<file path="src/logic/input_capture_cascade_pkg.sv">
/*
  Constants shared by the input capture pair: register indices, field
  positions, writable masks, mode codes and prescale counts.
  Assumes a 16-bit register port addressed by register index.
*/
package input_capture_cascade_pkg;

  // ----------------------------------------------------------------------
  // Register indices (register port address)
  // ----------------------------------------------------------------------
  localparam int AddrWidth = 3;
  localparam int DataWidth = 16;
  localparam logic [2:0] RegCtlOneOdd = 3'h0;
  localparam logic [2:0] RegCtlTwoOdd = 3'h1;
  localparam logic [2:0] RegBufLow = 3'h2;
  localparam logic [2:0] RegCtlOneEven = 3'h3;
  localparam logic [2:0] RegCtlTwoEven = 3'h4;
  localparam logic [2:0] RegBufHigh = 3'h5;

  // ----------------------------------------------------------------------
  // Field positions of capture_control_one
  // ----------------------------------------------------------------------
  localparam int IdleHaltBit = 13;
  localparam int TimebaseSelLsb = 10;
  localparam int CapPerIrqLsb = 5;
  localparam int OverflowBit = 4;
  localparam int NotEmptyBit = 3;
  localparam int ModeLsb = 0;
  localparam logic [15:0] CtlOneWriteMask = 16'h3c67;
  localparam logic [15:0] CtlOneReset = 16'h0000;

  // ----------------------------------------------------------------------
  // Field positions of capture_control_two
  // ----------------------------------------------------------------------
  localparam int CascadeBit = 8;
  localparam int TrigModeBit = 7;
  localparam int TrigStatusBit = 6;
  localparam int SyncSelLsb = 0;
  localparam logic [15:0] CtlTwoWriteMask = 16'h01df;
  localparam logic [15:0] CtlTwoReset = 16'h0000;
  localparam logic [4:0] SyncSelNone = 5'h00;

  // ----------------------------------------------------------------------
  // Capture modes and prescale counts
  // ----------------------------------------------------------------------
  localparam logic [2:0] ModeOff = 3'h0;
  localparam logic [2:0] ModeEveryEdge = 3'h1;
  localparam logic [2:0] ModeFalling = 3'h2;
  localparam logic [2:0] ModeRising = 3'h3;
  localparam logic [2:0] ModeRiseDiv4 = 3'h4;
  localparam logic [2:0] ModeRiseDiv16 = 3'h5;
  localparam logic [2:0] ModeUnused = 3'h6;
  localparam logic [2:0] ModeWake = 3'h7;
  localparam logic [3:0] PrescaleLast4 = 4'h3;
  localparam logic [3:0] PrescaleLast16 = 4'hf;
  localparam logic [15:0] CounterMax = 16'hffff;

endpackage

</file>
<file path="src/logic/input_capture_cascade.sv">
/*
  One odd/even pair of input capture units with private 16-bit counters,
  4-entry capture FIFOs and optional 32-bit chaining.
  Assumes time base ticks, sync events and enables come from logic on
  clk_sys; the two capture inputs are pins and are synchronised here.
*/
`timescale 1ns/1ps
module input_capture_cascade #(
  parameter int FifoDepth = 4,
  parameter int NumTimebase = 8,
  parameter int NumSync = 32
) (
  input wire logic clk_sys,
  input wire logic reset,
  input wire logic [2:0] regAddr,
  input wire logic [15:0] regWrData,
  input wire logic regWrite,
  input wire logic regRead,
  output logic [15:0] regRdData,
  input wire logic captureInputOdd,
  input wire logic captureInputEven,
  input wire logic [NumTimebase-1:0] timebaseTick,
  input wire logic [NumTimebase-1:0] timebaseEnable,
  input wire logic [NumSync-1:0] syncEvent,
  input wire logic [NumSync-1:0] syncEnable,
  input wire logic cpuIdle,
  output logic [1:0] captureIrq
);

  localparam int PtrW = (FifoDepth > 1) ? $clog2(FifoDepth) : 1;
  localparam int CntW = $clog2(FifoDepth + 1);
  localparam logic [CntW-1:0] FullCount = CntW'(FifoDepth);
  localparam logic [PtrW-1:0] LastPtr = PtrW'(FifoDepth - 1);

  // ----------------------------------------------------------------------
  // Shared state of both units (index 0 odd, index 1 even)
  // ----------------------------------------------------------------------
  logic [15:0] ctlOne_ff [2];
  logic [15:0] ctlTwo_ff [2];
  logic [15:0] counter_ff [2];
  logic [15:0] fifoHead [2];
  logic [CntW-1:0] fifoCount_ff [2];
  logic overflow_ff [2];
  logic [1:0] pinMeta_ff;
  logic [1:0] pinSync_ff;
  logic [1:0] pinPrev_ff;
  logic [1:0] wrapPulse;
  logic [1:0] capEvent;
  logic [1:0] gateOn;
  logic cascadeOn;

  // Pins are asynchronous; only the second and third stages are looked at
  always_ff @(posedge clk_sys) begin
    if (reset) begin
      pinMeta_ff <= 2'h0;
      pinSync_ff <= 2'h0;
      pinPrev_ff <= 2'h0;
    end else begin
      pinMeta_ff <= {captureInputEven, captureInputOdd};
      pinSync_ff <= pinMeta_ff;
      pinPrev_ff <= pinSync_ff;
    end
  end

  assign cascadeOn = ctlTwo_ff[0][input_capture_cascade_pkg::CascadeBit] &
                     ctlTwo_ff[1][input_capture_cascade_pkg::CascadeBit];

  // ----------------------------------------------------------------------
  // Per unit logic
  // ----------------------------------------------------------------------
  for (genvar gi = 0; gi < 2; gi++) begin : g_unit
    localparam logic [2:0] AddrOne = (gi == 0) ? input_capture_cascade_pkg::RegCtlOneOdd :
                                                 input_capture_cascade_pkg::RegCtlOneEven;
    localparam logic [2:0] AddrTwo = (gi == 0) ? input_capture_cascade_pkg::RegCtlTwoOdd :
                                                 input_capture_cascade_pkg::RegCtlTwoEven;
    localparam logic [2:0] AddrBuf = (gi == 0) ? input_capture_cascade_pkg::RegBufLow :
                                                 input_capture_cascade_pkg::RegBufHigh;
    logic follower;
    logic [2:0] mode;
    logic [1:0] capPerIrq;
    logic trigMode;
    logic trigStatus;
    logic [4:0] sync_source_select;
    logic [2:0] tbSel;
    logic enabled;
    logic syncMode;
    logic holdReset;
    logic running;
    logic tick;
    logic syncHit;
    logic rise;
    logic fall;
    logic candidate;
    logic pop;
    logic push;
    logic [3:0] prescale_ff;
    logic [1:0] irqCount_ff;
    logic irq_ff;
    logic [15:0] mem_ff [FifoDepth];
    logic [PtrW-1:0] wrPtr_ff;
    logic [PtrW-1:0] rdPtr_ff;

    // A chained even unit takes its mode, interrupt pacing and trigger settings from the odd unit
    assign follower = (gi == 1) && cascadeOn;
    assign mode = follower ? ctlOne_ff[0][2:0] : ctlOne_ff[gi][2:0];
    assign capPerIrq = follower ? ctlOne_ff[0][6:5] : ctlOne_ff[gi][6:5];
    assign trigMode = follower ? ctlTwo_ff[0][input_capture_cascade_pkg::TrigModeBit] :
                                 ctlTwo_ff[gi][input_capture_cascade_pkg::TrigModeBit];
    assign trigStatus = follower ? ctlTwo_ff[0][input_capture_cascade_pkg::TrigStatusBit] :
                                   ctlTwo_ff[gi][input_capture_cascade_pkg::TrigStatusBit];
    assign sync_source_select = ctlTwo_ff[gi][4:0];
    assign tbSel = ctlOne_ff[gi][12:10];

    assign enabled = (mode != input_capture_cascade_pkg::ModeOff) &&
                     (mode != input_capture_cascade_pkg::ModeUnused) &&
                     !(cpuIdle && ctlOne_ff[gi][input_capture_cascade_pkg::IdleHaltBit]);
    assign syncMode = (sync_source_select != input_capture_cascade_pkg::SyncSelNone) && !trigMode;
    assign holdReset = syncMode && !syncEnable[sync_source_select];
    assign syncHit = (sync_source_select != input_capture_cascade_pkg::SyncSelNone) && syncEvent[sync_source_select];
    // Trigger modes (hardware or software) run only while the status bit is set
    assign running = trigMode ? trigStatus : 1'b1;
    assign gateOn[gi] = enabled && timebaseEnable[tbSel] && running && !holdReset;
    // Chained even counter advances only on the odd wrap
    assign tick = follower ? (wrapPulse[0] && gateOn[gi]) : (gateOn[gi] && timebaseTick[tbSel]);
    assign wrapPulse[gi] = tick && (counter_ff[gi] == input_capture_cascade_pkg::CounterMax);

    always_ff @(posedge clk_sys) begin
      if (reset || holdReset || !enabled) begin
        counter_ff[gi] <= 16'h0000;
      end else if (syncMode && syncHit) begin
        counter_ff[gi] <= 16'h0000;
      end else if (tick) begin
        counter_ff[gi] <= counter_ff[gi] + 16'h0001;
      end
    end

    // Control registers; hardware trigger set wins over a software clear
    always_ff @(posedge clk_sys) begin
      if (reset) begin
        ctlOne_ff[gi] <= input_capture_cascade_pkg::CtlOneReset;
        ctlTwo_ff[gi] <= input_capture_cascade_pkg::CtlTwoReset;
      end else begin
        if (regWrite && regAddr == AddrOne) begin
          ctlOne_ff[gi] <= regWrData & input_capture_cascade_pkg::CtlOneWriteMask;
        end
        if (regWrite && regAddr == AddrTwo) begin
          ctlTwo_ff[gi] <= regWrData & input_capture_cascade_pkg::CtlTwoWriteMask;
        end
        if (ctlTwo_ff[gi][input_capture_cascade_pkg::TrigModeBit] && syncHit && enabled) begin
          ctlTwo_ff[gi][input_capture_cascade_pkg::TrigStatusBit] <= 1'b1;
        end
      end
    end

    assign rise = pinSync_ff[gi] && !pinPrev_ff[gi];
    assign fall = !pinSync_ff[gi] && pinPrev_ff[gi];

    always_comb begin
      candidate = 1'b0;
      case (mode)
        input_capture_cascade_pkg::ModeEveryEdge: candidate = rise || fall;
        input_capture_cascade_pkg::ModeFalling: candidate = fall;
        input_capture_cascade_pkg::ModeRising: candidate = rise;
        input_capture_cascade_pkg::ModeWake: candidate = rise;
        input_capture_cascade_pkg::ModeRiseDiv4:
          candidate = rise && (prescale_ff == input_capture_cascade_pkg::PrescaleLast4);
        input_capture_cascade_pkg::ModeRiseDiv16:
          candidate = rise && (prescale_ff == input_capture_cascade_pkg::PrescaleLast16);
        default: candidate = 1'b0;
      endcase
    end

    always_ff @(posedge clk_sys) begin
      if (reset || !gateOn[gi]) begin
        prescale_ff <= 4'h0;
      end else if (rise && candidate) begin
        prescale_ff <= 4'h0;
      end else if (rise) begin
        prescale_ff <= prescale_ff + 4'h1;
      end
    end

    // Chained even unit captures on the odd unit's event, same cycle
    assign capEvent[gi] = follower ? capEvent[0] : (gateOn[gi] && candidate);

    assign pop = regRead && (regAddr == AddrBuf) && (fifoCount_ff[gi] != '0);
    assign push = capEvent[gi] && (fifoCount_ff[gi] != FullCount);

    always_ff @(posedge clk_sys) begin
      if (reset) begin
        wrPtr_ff <= '0;
        rdPtr_ff <= '0;
        fifoCount_ff[gi] <= '0;
      end else begin
        if (push) begin
          mem_ff[wrPtr_ff] <= counter_ff[gi];
          wrPtr_ff <= (wrPtr_ff == LastPtr) ? '0 : wrPtr_ff + PtrW'(1);
        end
        if (pop) begin
          rdPtr_ff <= (rdPtr_ff == LastPtr) ? '0 : rdPtr_ff + PtrW'(1);
        end
        if (push && !pop) begin
          fifoCount_ff[gi] <= fifoCount_ff[gi] + CntW'(1);
        end else if (pop && !push) begin
          fifoCount_ff[gi] <= fifoCount_ff[gi] - CntW'(1);
        end
      end
    end
    assign fifoHead[gi] = mem_ff[rdPtr_ff];

    // Overflow is read-only; it clears when the unit is switched off
    always_ff @(posedge clk_sys) begin
      if (reset) begin
        overflow_ff[gi] <= 1'b0;
      end else if (capEvent[gi] && fifoCount_ff[gi] == FullCount) begin
        overflow_ff[gi] <= 1'b1;
      end else if (mode == input_capture_cascade_pkg::ModeOff) begin
        overflow_ff[gi] <= 1'b0;
      end
    end

    // Interrupt pacing counts captures, not edges; chained even stays quiet
    always_ff @(posedge clk_sys) begin
      if (reset || !gateOn[gi]) begin
        irqCount_ff <= 2'h0;
        irq_ff <= 1'b0;
      end else if (capEvent[gi] && !follower) begin
        if (irqCount_ff == capPerIrq || mode == input_capture_cascade_pkg::ModeEveryEdge) begin
          irqCount_ff <= 2'h0;
          irq_ff <= 1'b1;
        end else begin
          irqCount_ff <= irqCount_ff + 2'h1;
          irq_ff <= 1'b0;
        end
      end else begin
        irq_ff <= 1'b0;
      end
    end
    assign captureIrq[gi] = irq_ff;
  end

  // ----------------------------------------------------------------------
  // Register read port, data one cycle after the strobe
  // ----------------------------------------------------------------------
  function automatic logic [15:0] ctlOneView(input logic [15:0] ctl,
                                            input logic ovf,
                                            input logic notEmpty);
    logic [15:0] view;
    view = ctl;
    view[input_capture_cascade_pkg::OverflowBit] = ovf;
    view[input_capture_cascade_pkg::NotEmptyBit] = notEmpty;
    return view;
  endfunction

  always_ff @(posedge clk_sys) begin
    if (reset) begin
      regRdData <= 16'h0000;
    end else if (regRead) begin
      case (regAddr)
        input_capture_cascade_pkg::RegCtlOneOdd:
          regRdData <= ctlOneView(ctlOne_ff[0], overflow_ff[0], fifoCount_ff[0] != '0);
        input_capture_cascade_pkg::RegCtlTwoOdd: regRdData <= ctlTwo_ff[0];
        input_capture_cascade_pkg::RegBufLow: regRdData <= fifoHead[0];
        input_capture_cascade_pkg::RegCtlOneEven:
          regRdData <= ctlOneView(ctlOne_ff[1], overflow_ff[1], fifoCount_ff[1] != '0);
        input_capture_cascade_pkg::RegCtlTwoEven: regRdData <= ctlTwo_ff[1];
        input_capture_cascade_pkg::RegBufHigh: regRdData <= fifoHead[1];
        default: regRdData <= 16'h0000;
      endcase
    end else begin
      regRdData <= 16'h0000;
    end
  end

endmodule // input_capture_cascade

</file>
<file path="config.mk">
export PLATFORM = sky130hd
export DESIGN_NAME = input_capture_cascade
export DESIGN_NICKNAME = d
export VERILOG_FILES = /design/src/logic/input_capture_cascade_pkg.sv /design/src/logic/input_capture_cascade.sv
export SDC_FILE = /design/constraint.sdc
export NUM_CORES = 1
export LEC_CHECK = 0
export BUFFER_PORTS_ARGS = -buffer_cell sky130_fd_sc_hd__buf_2
export CAP_MARGIN = 15
export CORE_MARGIN = 1.5
export CORE_UTILIZATION = 59
export DETAILED_ROUTE_END_ITERATION = 12
export PLACE_DENSITY = 0.8
export SLEW_MARGIN = 20
export SYNTH_ARGS = -nofsm -noshare
export SYNTH_HDL_FRONTEND = slang
export SYNTH_SLANG_ARGS = --single-unit
</file>
<file path="constraint.sdc">
create_clock -name clk_sys -period 4.7 [get_ports clk_sys]
set_input_delay 0.235 -clock clk_sys [delete_from_list [all_inputs] [get_ports clk_sys]]
set_output_delay 0.235 -clock clk_sys [all_outputs]
set_load 0.1 [all_outputs]
</file>
## Word-level counts from Yosys, hierarchy flattened

Memory sizes are Yosys's and may differ from the RTL's. A register that Yosys moved wholly into a read port is not among the register bits.
Cells that the tools add are included.

| word-level totals | value |
|---|---|
| register bits | 44 |
| bits in latches | 0 |
| bits in writable memories | 202 |
| bits in read-only memories | 0 |
| input bits | 106 |
| output and inout bits | 18 |
| word-level logic and storage cells | 328 |
| memories kept | 7 |

Memory list:

| memory | depth | bits a word | rd ports | clocked after memory_dff | wr ports | RTL line | text |
|---|---|---|---|---|---|---|---|
| g_unit[0].mem_ff | 4 | 16 | 1 | 1 | 1 | input_capture_cascade.sv:99 | `logic [15:0] mem_ff [FifoDepth];` |
| g_unit[1].mem_ff | 4 | 16 | 1 | 1 | 1 | input_capture_cascade.sv:99 |  |
| counter_ff | 2 | 16 | 2 | 0 | 2 | input_capture_cascade.sv:40 | `logic [15:0] counter_ff [2];` |
| ctlOne_ff | 2 | 9 | 2 | 0 | 2 | input_capture_cascade.sv:38 | `logic [15:0] ctlOne_ff [2];` |
| ctlTwo_ff | 2 | 8 | 2 | 0 | 2 | input_capture_cascade.sv:39 | `logic [15:0] ctlTwo_ff [2];` |
| fifoCount_ff | 2 | 3 | 2 | 0 | 2 | input_capture_cascade.sv:42 | `logic [CntW-1:0] fifoCount_ff [2];` |
| +1 memories | n/a | n/a | n/a | n/a | n/a | n/a |  |

| cells by class | value |
|---|---|
| add/sub/neg operators | 14 |
| $mul | 0 |
| div/mod/pow operators | 0 |
| order comparisons | 4 |
| eq/ne operators | 34 |
| shift operators | 0 |
| mux-type cells | 129 |
| bitwise operators | 22 |
| reduce and logical (&&, ||, !) cells | 104 |

Operators with widths:

| operator | number |
|---|---|
| one-hot mux 16 bit (6 select lines) | 1 |
| 2-to-1 mux 1 bit | 94 |
| 2-to-1 mux 16 bit | 4 |
| logical AND 1 bit | 57 |
| adder 16 x 1 -> 16 bit, second input constant | 2 |
| == test 3 bit, second input constant | 10 |
| 2-to-1 mux 2 bit | 11 |
| logical NOT 1 bit | 21 |
| binary-select mux 1 bit (select 5 bit) | 4 |
| == test 3 x 2 -> 1 bit, second input constant | 6 |
| 2-to-1 mux 9 bit | 2 |
| bitwise OR 1 bit | 18 |
| == test 16 bit, second input constant | 1 |
| 2-to-1 mux 8 bit | 2 |
| 2-to-1 mux 3 bit | 5 |
| OR reduction 2 bit | 7 |
| adder 2 x 1 -> 2 bit, second input constant | 6 |
| binary-select mux 1 bit (select 3 bit) | 4 |
| less-than comparator 5 x 6 -> 1 bit, second input constant | 2 |
| inequality test 3 bit, second input constant | 4 |
| nonzero test 3 bit | 4 |
| logical OR 1 bit | 10 |
| one-hot mux 1 bit (5 select lines) | 2 |
| nonzero test 5 bit | 2 |
| 12 further kinds | 28 |

## Logic depth before layout (Yosys ltp)

Gate-level depths: netlist of the first run.
An unclocked memory read counts as a cell.

| logic depth | value |
|---|---|
| depth after elaboration | 19 |
| gate-level depth with buffers | 15 |
| mapped depth without buffers | 14 |

## Worst setup path before layout of the first run

No wires, ideal clock.

| timing | value |
|---|---|
| kind | reg2reg |
| start point | memory ctlTwo_ff[1][0] in the netlist's numbering |
| end point | memory g_unit[1].mem_ff[0][0] (enable) |
| setup time | 0.413 ns |
| data arrival time | 3.437 ns |
| data required time | 4.287 ns |
| setup slack | 0.850 ns |
| cell stages (with the launch flop) | 12 |
| buffers on the path | 3 |
| clock period less this slack | 3.850 ns |
| path through | edfxtp_1 buf_6 buf_12 buf_4 mux2i_1 a22oi_1 a21oi_1 nor4_1 o21ai_0 o32ai_1 nand2_1 nor3b_1 |

RTL lines:

| what | RTL line |
|---|---|
| start: declaration | input_capture_cascade.sv:39 |
| end: declaration | input_capture_cascade.sv:99 |

==> summary.txt, run 1 <==
Final Max Slew Viols: 0
Xor/xnor share of the synthesized area: 2.99%
Number of iterations in the first detailed-routing pass: 5
Commonest cells after routing, fill and taps aside: edfxtp_1, buf_2, nor2_1
Synthesized-area fraction occupied by adder cells: 2.30%
Total vias in the final route: 8,186
Setup TNS: 0 ns
Cell leakage power: 5.05 nW
Post-cts gate resize count: 0
Area of combinational cells with multiple inputs: 4990 um^2
Floorplan die area: 21,700 um^2
Fraction of final layout cells sized beyond drive strength 1: 26.6%
Net count after synthesis: 1,037
Max Cap Viol: 0
Commonest non-fill, non-tap cell in the layout: edfxtp_1
Area of all placed cells without fillers: 14,100 um^2
Synth async-reset ratio: 0%
Number of H-tree levels: 1
Post-synthesis cell area: 12,300 um^2
Total Nets Final: 1,158
Final hold violation count: 0
Number of sinks handled by clock tree synthesis: 250
GRT busiest layer: met2
Max Root-Sink Buffers: 3
Dpl hpwl: 19,700 um
Max FO, Critical Path: 14
Antenna viol nets, final: 0
Finished Core Util: 69.0%
Final number of setup-violating endpoints: 0
Count of warnings emitted by yosys: 0
DRC violation count after routing: 0
Count of unique library cells instantiated by Yosys: 61
Number of diodes: 0
Worst max-slew margin expressed relative to the limit: 31.2%
Leading register cell type out of synthesis: edfxtp_1
CP Class: reg -> reg
Average wire per standard cell: 21.6 um
EDFF count, synth: 202
Transition at the pin with the smallest max-transition slack: 1.03 ns
Placement-stage cell area: 13,100 um^2
Vertical extent of the die: 147 um
Number of I/O port buffers: 120
Clock tree root buffer cell: clkbuf_16
Clk pin slew, worst setup/hold paths: 0.07 ns
Fillers: 1,399
Minimum period implied by the final worst setup slack: 4.25 ns
Crit. End Element: register
Part of the Yosys area used for sequential elements: 57.2%
Routed via count divided by cell count: 6.20
Synthesized flop and latch total: 250
Total wire length: 28,500 um
Violation count after the first detailed-routing iteration: 763
Main combinational cell family by area after synthesis: multiplexers
Initial Util: 60.3%
Largest net degree at the start of global routing: 49
Final Cycle Share: 90.4%
Number of global-route vias before repair: 7,964
Number of placed I/O pins: 124
Cell area power density: 363 nW/um^2
Met3 Track Usage GR: 3.91%
Unrepaired setup endpoints after global routing: false
Number of setup buffers added after CTS: 0
Initial antenna violation count: 0
Crit path required time: 5.08 ns
Synthesized area per cell: 13.5 um^2
CTS buffer count: 26
Simple-gate portion of the synthesized area: 12.3%
Final Skew: 0.0161 ns
Die width: 147 um
Synth Area in Compound Gates: 5.86%
Endpoint arrival time on the critical path: 4.63 ns
Result of the run: finished clean
Wire length of the first global-routing pass: 44,300 um
Post-synthesis to final-layout area growth: 14.3%
Maximum operating frequency: 235 MHz
Worst IR drop on VDD: 0.317 mV
Type of the most critical hold path: in -> reg
Hold buffer count at CTS: 4
Core Footprint: 20,400 um^2
Post-synthesis cell count: 909
Leftover overflow at the end of global routing: 0
Worst setup SP type: register
Area taken by flip-flops and latches: 7030 um^2
Rows: 52
Clock latency at the later pin of the worst-skew pair: 0.53 ns
Met1 Usage GRT: 37.6%
Global-route usage over all layers: 26.8%
CTS tree: done
Final estimated routing congestion in global placement: 0.870
Mux contribution to synthesized area: 16.8%
Global Route met2 Usage: 43.0%
[metrics by stage]
step / power, mW / worst slack [ns] / hold slack (ns) / instances
floorplan: 2.92 / 0.850 / 0.363 / 909
global placement: 3.08 / 0.515 / 0.426 / 1268
detailed placement: 3.09 / 0.467 / 0.434 / 1268
CTS: 5.11 / 0.455 / 0.00548 / 1320
global route: 5.24 / 0.138 / 0.00934 / 1320
finish: 5.10 / 0.452 / 0.0134 / 1320
[kinds of logic (layout without fill, tap and decap cells)]
kind of cell | Yosys count | after routing
buffers and inverters | 67 | 208
and+or+nand+nor | 302 | 302
AOI/OAI and AO/OA | 105 | 105
adders and majority gates | 22 | 22
DFF | 250 | 250
xor gates and xnor gates | 42 | 42
muxes | 121 | 121
[registers in the layout (all words and copies together), names as in the netlist, named ones only]
name,count
g_unit.prescale_ff,8
pinPrev_ff,2
g_unit.irqCount_ff,4
overflow_ff,2
ctlTwo_ff,16
ctlOne_ff,18
pinMeta_ff,2
pinSync_ff,2
regRdData,16
g_unit.rdPtr_ff,4
g_unit.irq_ff,2
g_unit.mem_ff,128
counter_ff,32
g_unit.wrPtr_ff,4
fifoCount_ff,6
[worst max-delay path: stages, from the launching register on]
cell       delay, ns
edfxtp_1        0.79
mux4_2          0.59
mux2i_1         0.24
o221ai_1        0.20
nand3_1         0.29
nor2_1          0.12
a2bb2oi_1       0.37
o21ai_0         0.23
or2_2           0.32
fa_1            0.38
xnor2_1         0.15
or3_1           0.31
mux2i_1         0.12
[where the power goes]
part           switching (mW)  total, mW  internal [mW]
clock network           0.856       2.04           1.19
logic                   0.254      0.465          0.211
registers               0.110       2.59           2.48
total                    1.22       5.10           3.88
[routing by layer]
metal / part of all wire (%) / vias to the layer above / routed length (um)
met3: 8.2 / 62 / 2330
met4: 3.2 / 0 / 908
met2: 48 / 374 / 13600
met1: 41 / 4051 / 11700
met5: 0 / - / 0
li1: - / 3699 / -
[Yosys cell counts (all sizes together), types with 13 or more instances]
| cell | n | area, um^2 |
|---|---|---|
| a21oi | 26 | 130 |
| a22oi | 22 | 165 |
| and2 | 39 | 244 |
| clkbuf | 35 | 131 |
| dfxtp | 48 | 961 |
| edfxtp | 202 | 6070 |
| ha | 21 | 263 |
| inv | 19 | 71.3 |
| mux2 | 18 | 203 |
| mux2i | 38 | 380 |
| mux4 | 65 | 1490 |
| nand2 | 38 | 143 |
| nand3 | 26 | 130 |
| nor2 | 106 | 400 |
| nor2b | 16 | 100 |
| nor3 | 13 | 65.1 |
| o21ai | 14 | 73.8 |
| xnor2 | 15 | 131 |
| xor2 | 27 | 236 |
[layout make-up]
| type | instances | share of cell area (%) |
|---|---|---|
| flip-flops and latches | 250 | 50.0 |
| multi-input cells | 592 | 35.5 |
| repair buffers | 140 | 5.41 |
| clock buffers | 30 | 5.03 |
| well taps | 270 | 2.40 |
| clock inverters | 18 | 1.10 |
| inverters | 20 | 0.534 |
[worst paths after layout]
path | slack [ns] | from | cells after the start | to
worst max-delay path | 0.45 | ctlTwo_ff[0][0] | 12 | fifoCount_ff[1][2]
worst max register to register | 0.45 | ctlTwo_ff[0][0] | 12 | fifoCount_ff[1][2]
worst min-delay path | 0.01 | regWrData[4] | 2 | ctlTwo_ff[1][4]
worst min register to register | 0.45 | pinMeta_ff[0] | 1 | pinSync_ff[0]
Power figures use the tool's default switching activity.
==> run 2: changes to the inputs <==
REMOVE_ABC_BUFFERS = 1   (was unset)
==> summary.txt, run 2 (same netlist as run 1, synthesis figures left out) <==
Result of the run: finished clean
Cell area power density: 365 nW/um^2 (+0.37%)
Unrepaired setup endpoints after global routing: false
Commonest non-fill, non-tap cell in the layout: edfxtp_1
Crit. End Element: register
CP Class: reg -> reg
Average wire per standard cell: 21.6 um (+0.18%)
Commonest cells after routing, fill and taps aside: edfxtp_1, buf_2, nor2_1
Largest net degree at the start of global routing: 34 (-31%)
Number of placed I/O pins: 124 (unchanged)
Worst max-slew margin expressed relative to the limit: 37.8% (+6.5 points)
Initial Util: 60.3% (unchanged)
Flip-flop count of the largest register after layout: 128 (unchanged)
Final hold violation count: 0 (unchanged)
Antenna viol nets, final: 0 (unchanged)
Die width: 147 um (unchanged)
Total wire length: 28,500 um (about the same)
Number of sinks handled by clock tree synthesis: 250 (unchanged)
DRC violation count after routing: 0 (unchanged)
Hold Slack: 0.00616 ns (-0.00725 ns)
Post-synthesis to final-layout area growth: 14.0%
Initial antenna violation count: 0 (unchanged)
Vertical extent of the die: 147 um (unchanged)
Final Cycle Share: 88.7% (-1.7 points)
DP Worst Slack: 0.579 ns (+0.112 ns)
Clock latency at the later pin of the worst-skew pair: 0.53 ns (about the same)
Max Root-Sink Buffers: 3 (unchanged)
Endpoint arrival time on the critical path: 4.54 ns (-0.09 ns)
Worst IR drop on VDD: 0.320 mV (+0.94%)
Number of I/O port buffers: 120 (unchanged)
Number of iterations in the first detailed-routing pass: 5 (unchanged)
Global-route usage over all layers: 26.5% (-0.32 points)
Fraction of final layout cells sized beyond drive strength 1: 25.9% (-0.69 points)
Transition at the pin with the smallest max-transition slack: 0.930 ns (-0.0995 ns)
Post-cts gate resize count: 0 (unchanged)
Type of the most critical hold path: in -> reg
Minimum period implied by the final worst setup slack: 4.17 ns (-0.0804 ns)
Core Footprint: 20,400 um^2 (unchanged)
Final number of setup-violating endpoints: 0 (unchanged)
Finished Core Util: 68.8% (-0.17 points)
Largest regs: g_unit.mem_ff: 128 flops, counter_ff: 32 flops, ctlOne_ff: 18 flops
Floorplan die area: 21,700 um^2 (unchanged)
Crit path required time: 5.07 ns (about the same)
Dpl hpwl: 20,100 um (+2.3%)
Final estimated routing congestion in global placement: 0.911 (+4.7%)
Post-Layout Cell Count: 1,317 (-0.23%)
Rows: 52 (unchanged)
Total Nets Final: 1,157 (-0.086%)
Number of diodes: 0 (unchanged)
Worst setup SP type: register
Clk pin slew, worst setup/hold paths: 0.06 ns (about the same)
Wire length of the first global-routing pass: 44,000 um (-0.56%)
Setup TNS: 0 ns (unchanged)
Total Power Consumption: 5.11 mW (+0.12%)
Clock tree root buffer cell: clkbuf_16
Final Skew: 0.0106 ns (-0.00552 ns)
Post-route worst setup slack: 0.532 ns (+0.0804 ns)
Routed via count divided by cell count: 6.24 (+0.56%)
Placement-stage cell area: 13,100 um^2 (about the same)
Maximum operating frequency: 240 MHz (+1.9%)
CTS tree: done
Number of H-tree levels: 1 (unchanged)
Post-placement cell count: 1,269 (+0.079%)
CTS buffer count: 25 (-3.8%)
Area of all placed cells without fillers: 14,000 um^2 (-0.25%)
Violation count after the first detailed-routing iteration: 799 (+4.7%)
Total vias in the final route: 8,213 (+0.33%)
Max Cap Viol: 0 (unchanged)
Final Max Slew Viols: 0 (unchanged)
Register with the most flip-flops: g_unit.mem_ff
Number of global-route vias before repair: 7,956 (-0.10%)
Max FO, Critical Path: 12 (-2)
Cell leakage power: 5.05 nW (about the same)
Leftover overflow at the end of global routing: 0 (unchanged)
-- run 2: cell count changes in the layout (fill, tap and decap cells not counted), moves of 2 or more --
cell | previous run | this run
bufinv_16 | 2 | 4
clkinv_2 | 6 | 3
clkinvlp_4 | 7 | 1
clkbuf_1 | 1 | 7
clkbuf_16 | 27 | 25
-- run 2: worst max-delay path: stages, from the launching register on --
cell,delay (ns)
edfxtp_1,0.72
mux4_2,0.58
mux2i_1,0.22
o221ai_1,0.17
nand3_1,0.25
nor2_1,0.10
a2bb2oi_1,0.42
o21ai_0,0.25
or2_2,0.34
fa_1,0.38
xnor2_1,0.14
or3_1,0.30
mux2i_1,0.14
-- run 2: final cells by class --
class                      count  area (um^2)
clock buffer                  33          666
tap                          270          338
multi-input combinational    592         4980
sequential                   250         7030
fill                        1394         6350
clock inverter                12          168
timing repair buffer         140          758
inverter                      20         75.1
-- run 2: report_power, final --
part	total (mW)	internal, mW	switching [mW]
Sequential	2.59	2.48	0.107
Clock	2.05	1.22	0.833
Combinational	0.468	0.212	0.256
Total	5.11	3.91	1.20
-- run 2: path summary, 6_finish.rpt --
check / start / endpoint / slack [ns] / depth (start not counted)
max: ctlTwo_ff[0][0] / fifoCount_ff[1][2] / 0.53 / 12
min: regWrData[11] / ctlOne_ff[0][6] / 0.006 / 2
max reg2reg: ctlTwo_ff[0][0] / fifoCount_ff[1][2] / 0.53 / 12
min reg2reg: pinMeta_ff[1] / pinSync_ff[1] / 0.45 / 1
-- run 2: metal layers --
layer	wire length [um]	vias up	GRT usage [%]	part of all wire (%)
met1	11200	4079	34.9	40
met2	13900	385	44.0	49
met5	0	-	0	0
li1	-	3686	-	-
met4	870	0	9.05	3.1
met3	2440	63	5.65	8.6
-- run 2: timing repair --
action,CTS,global route
setup buffers,0,0
endpoints found under the setup margin,0,0
hold endpoints to repair,3,0
hold buffers,3,0
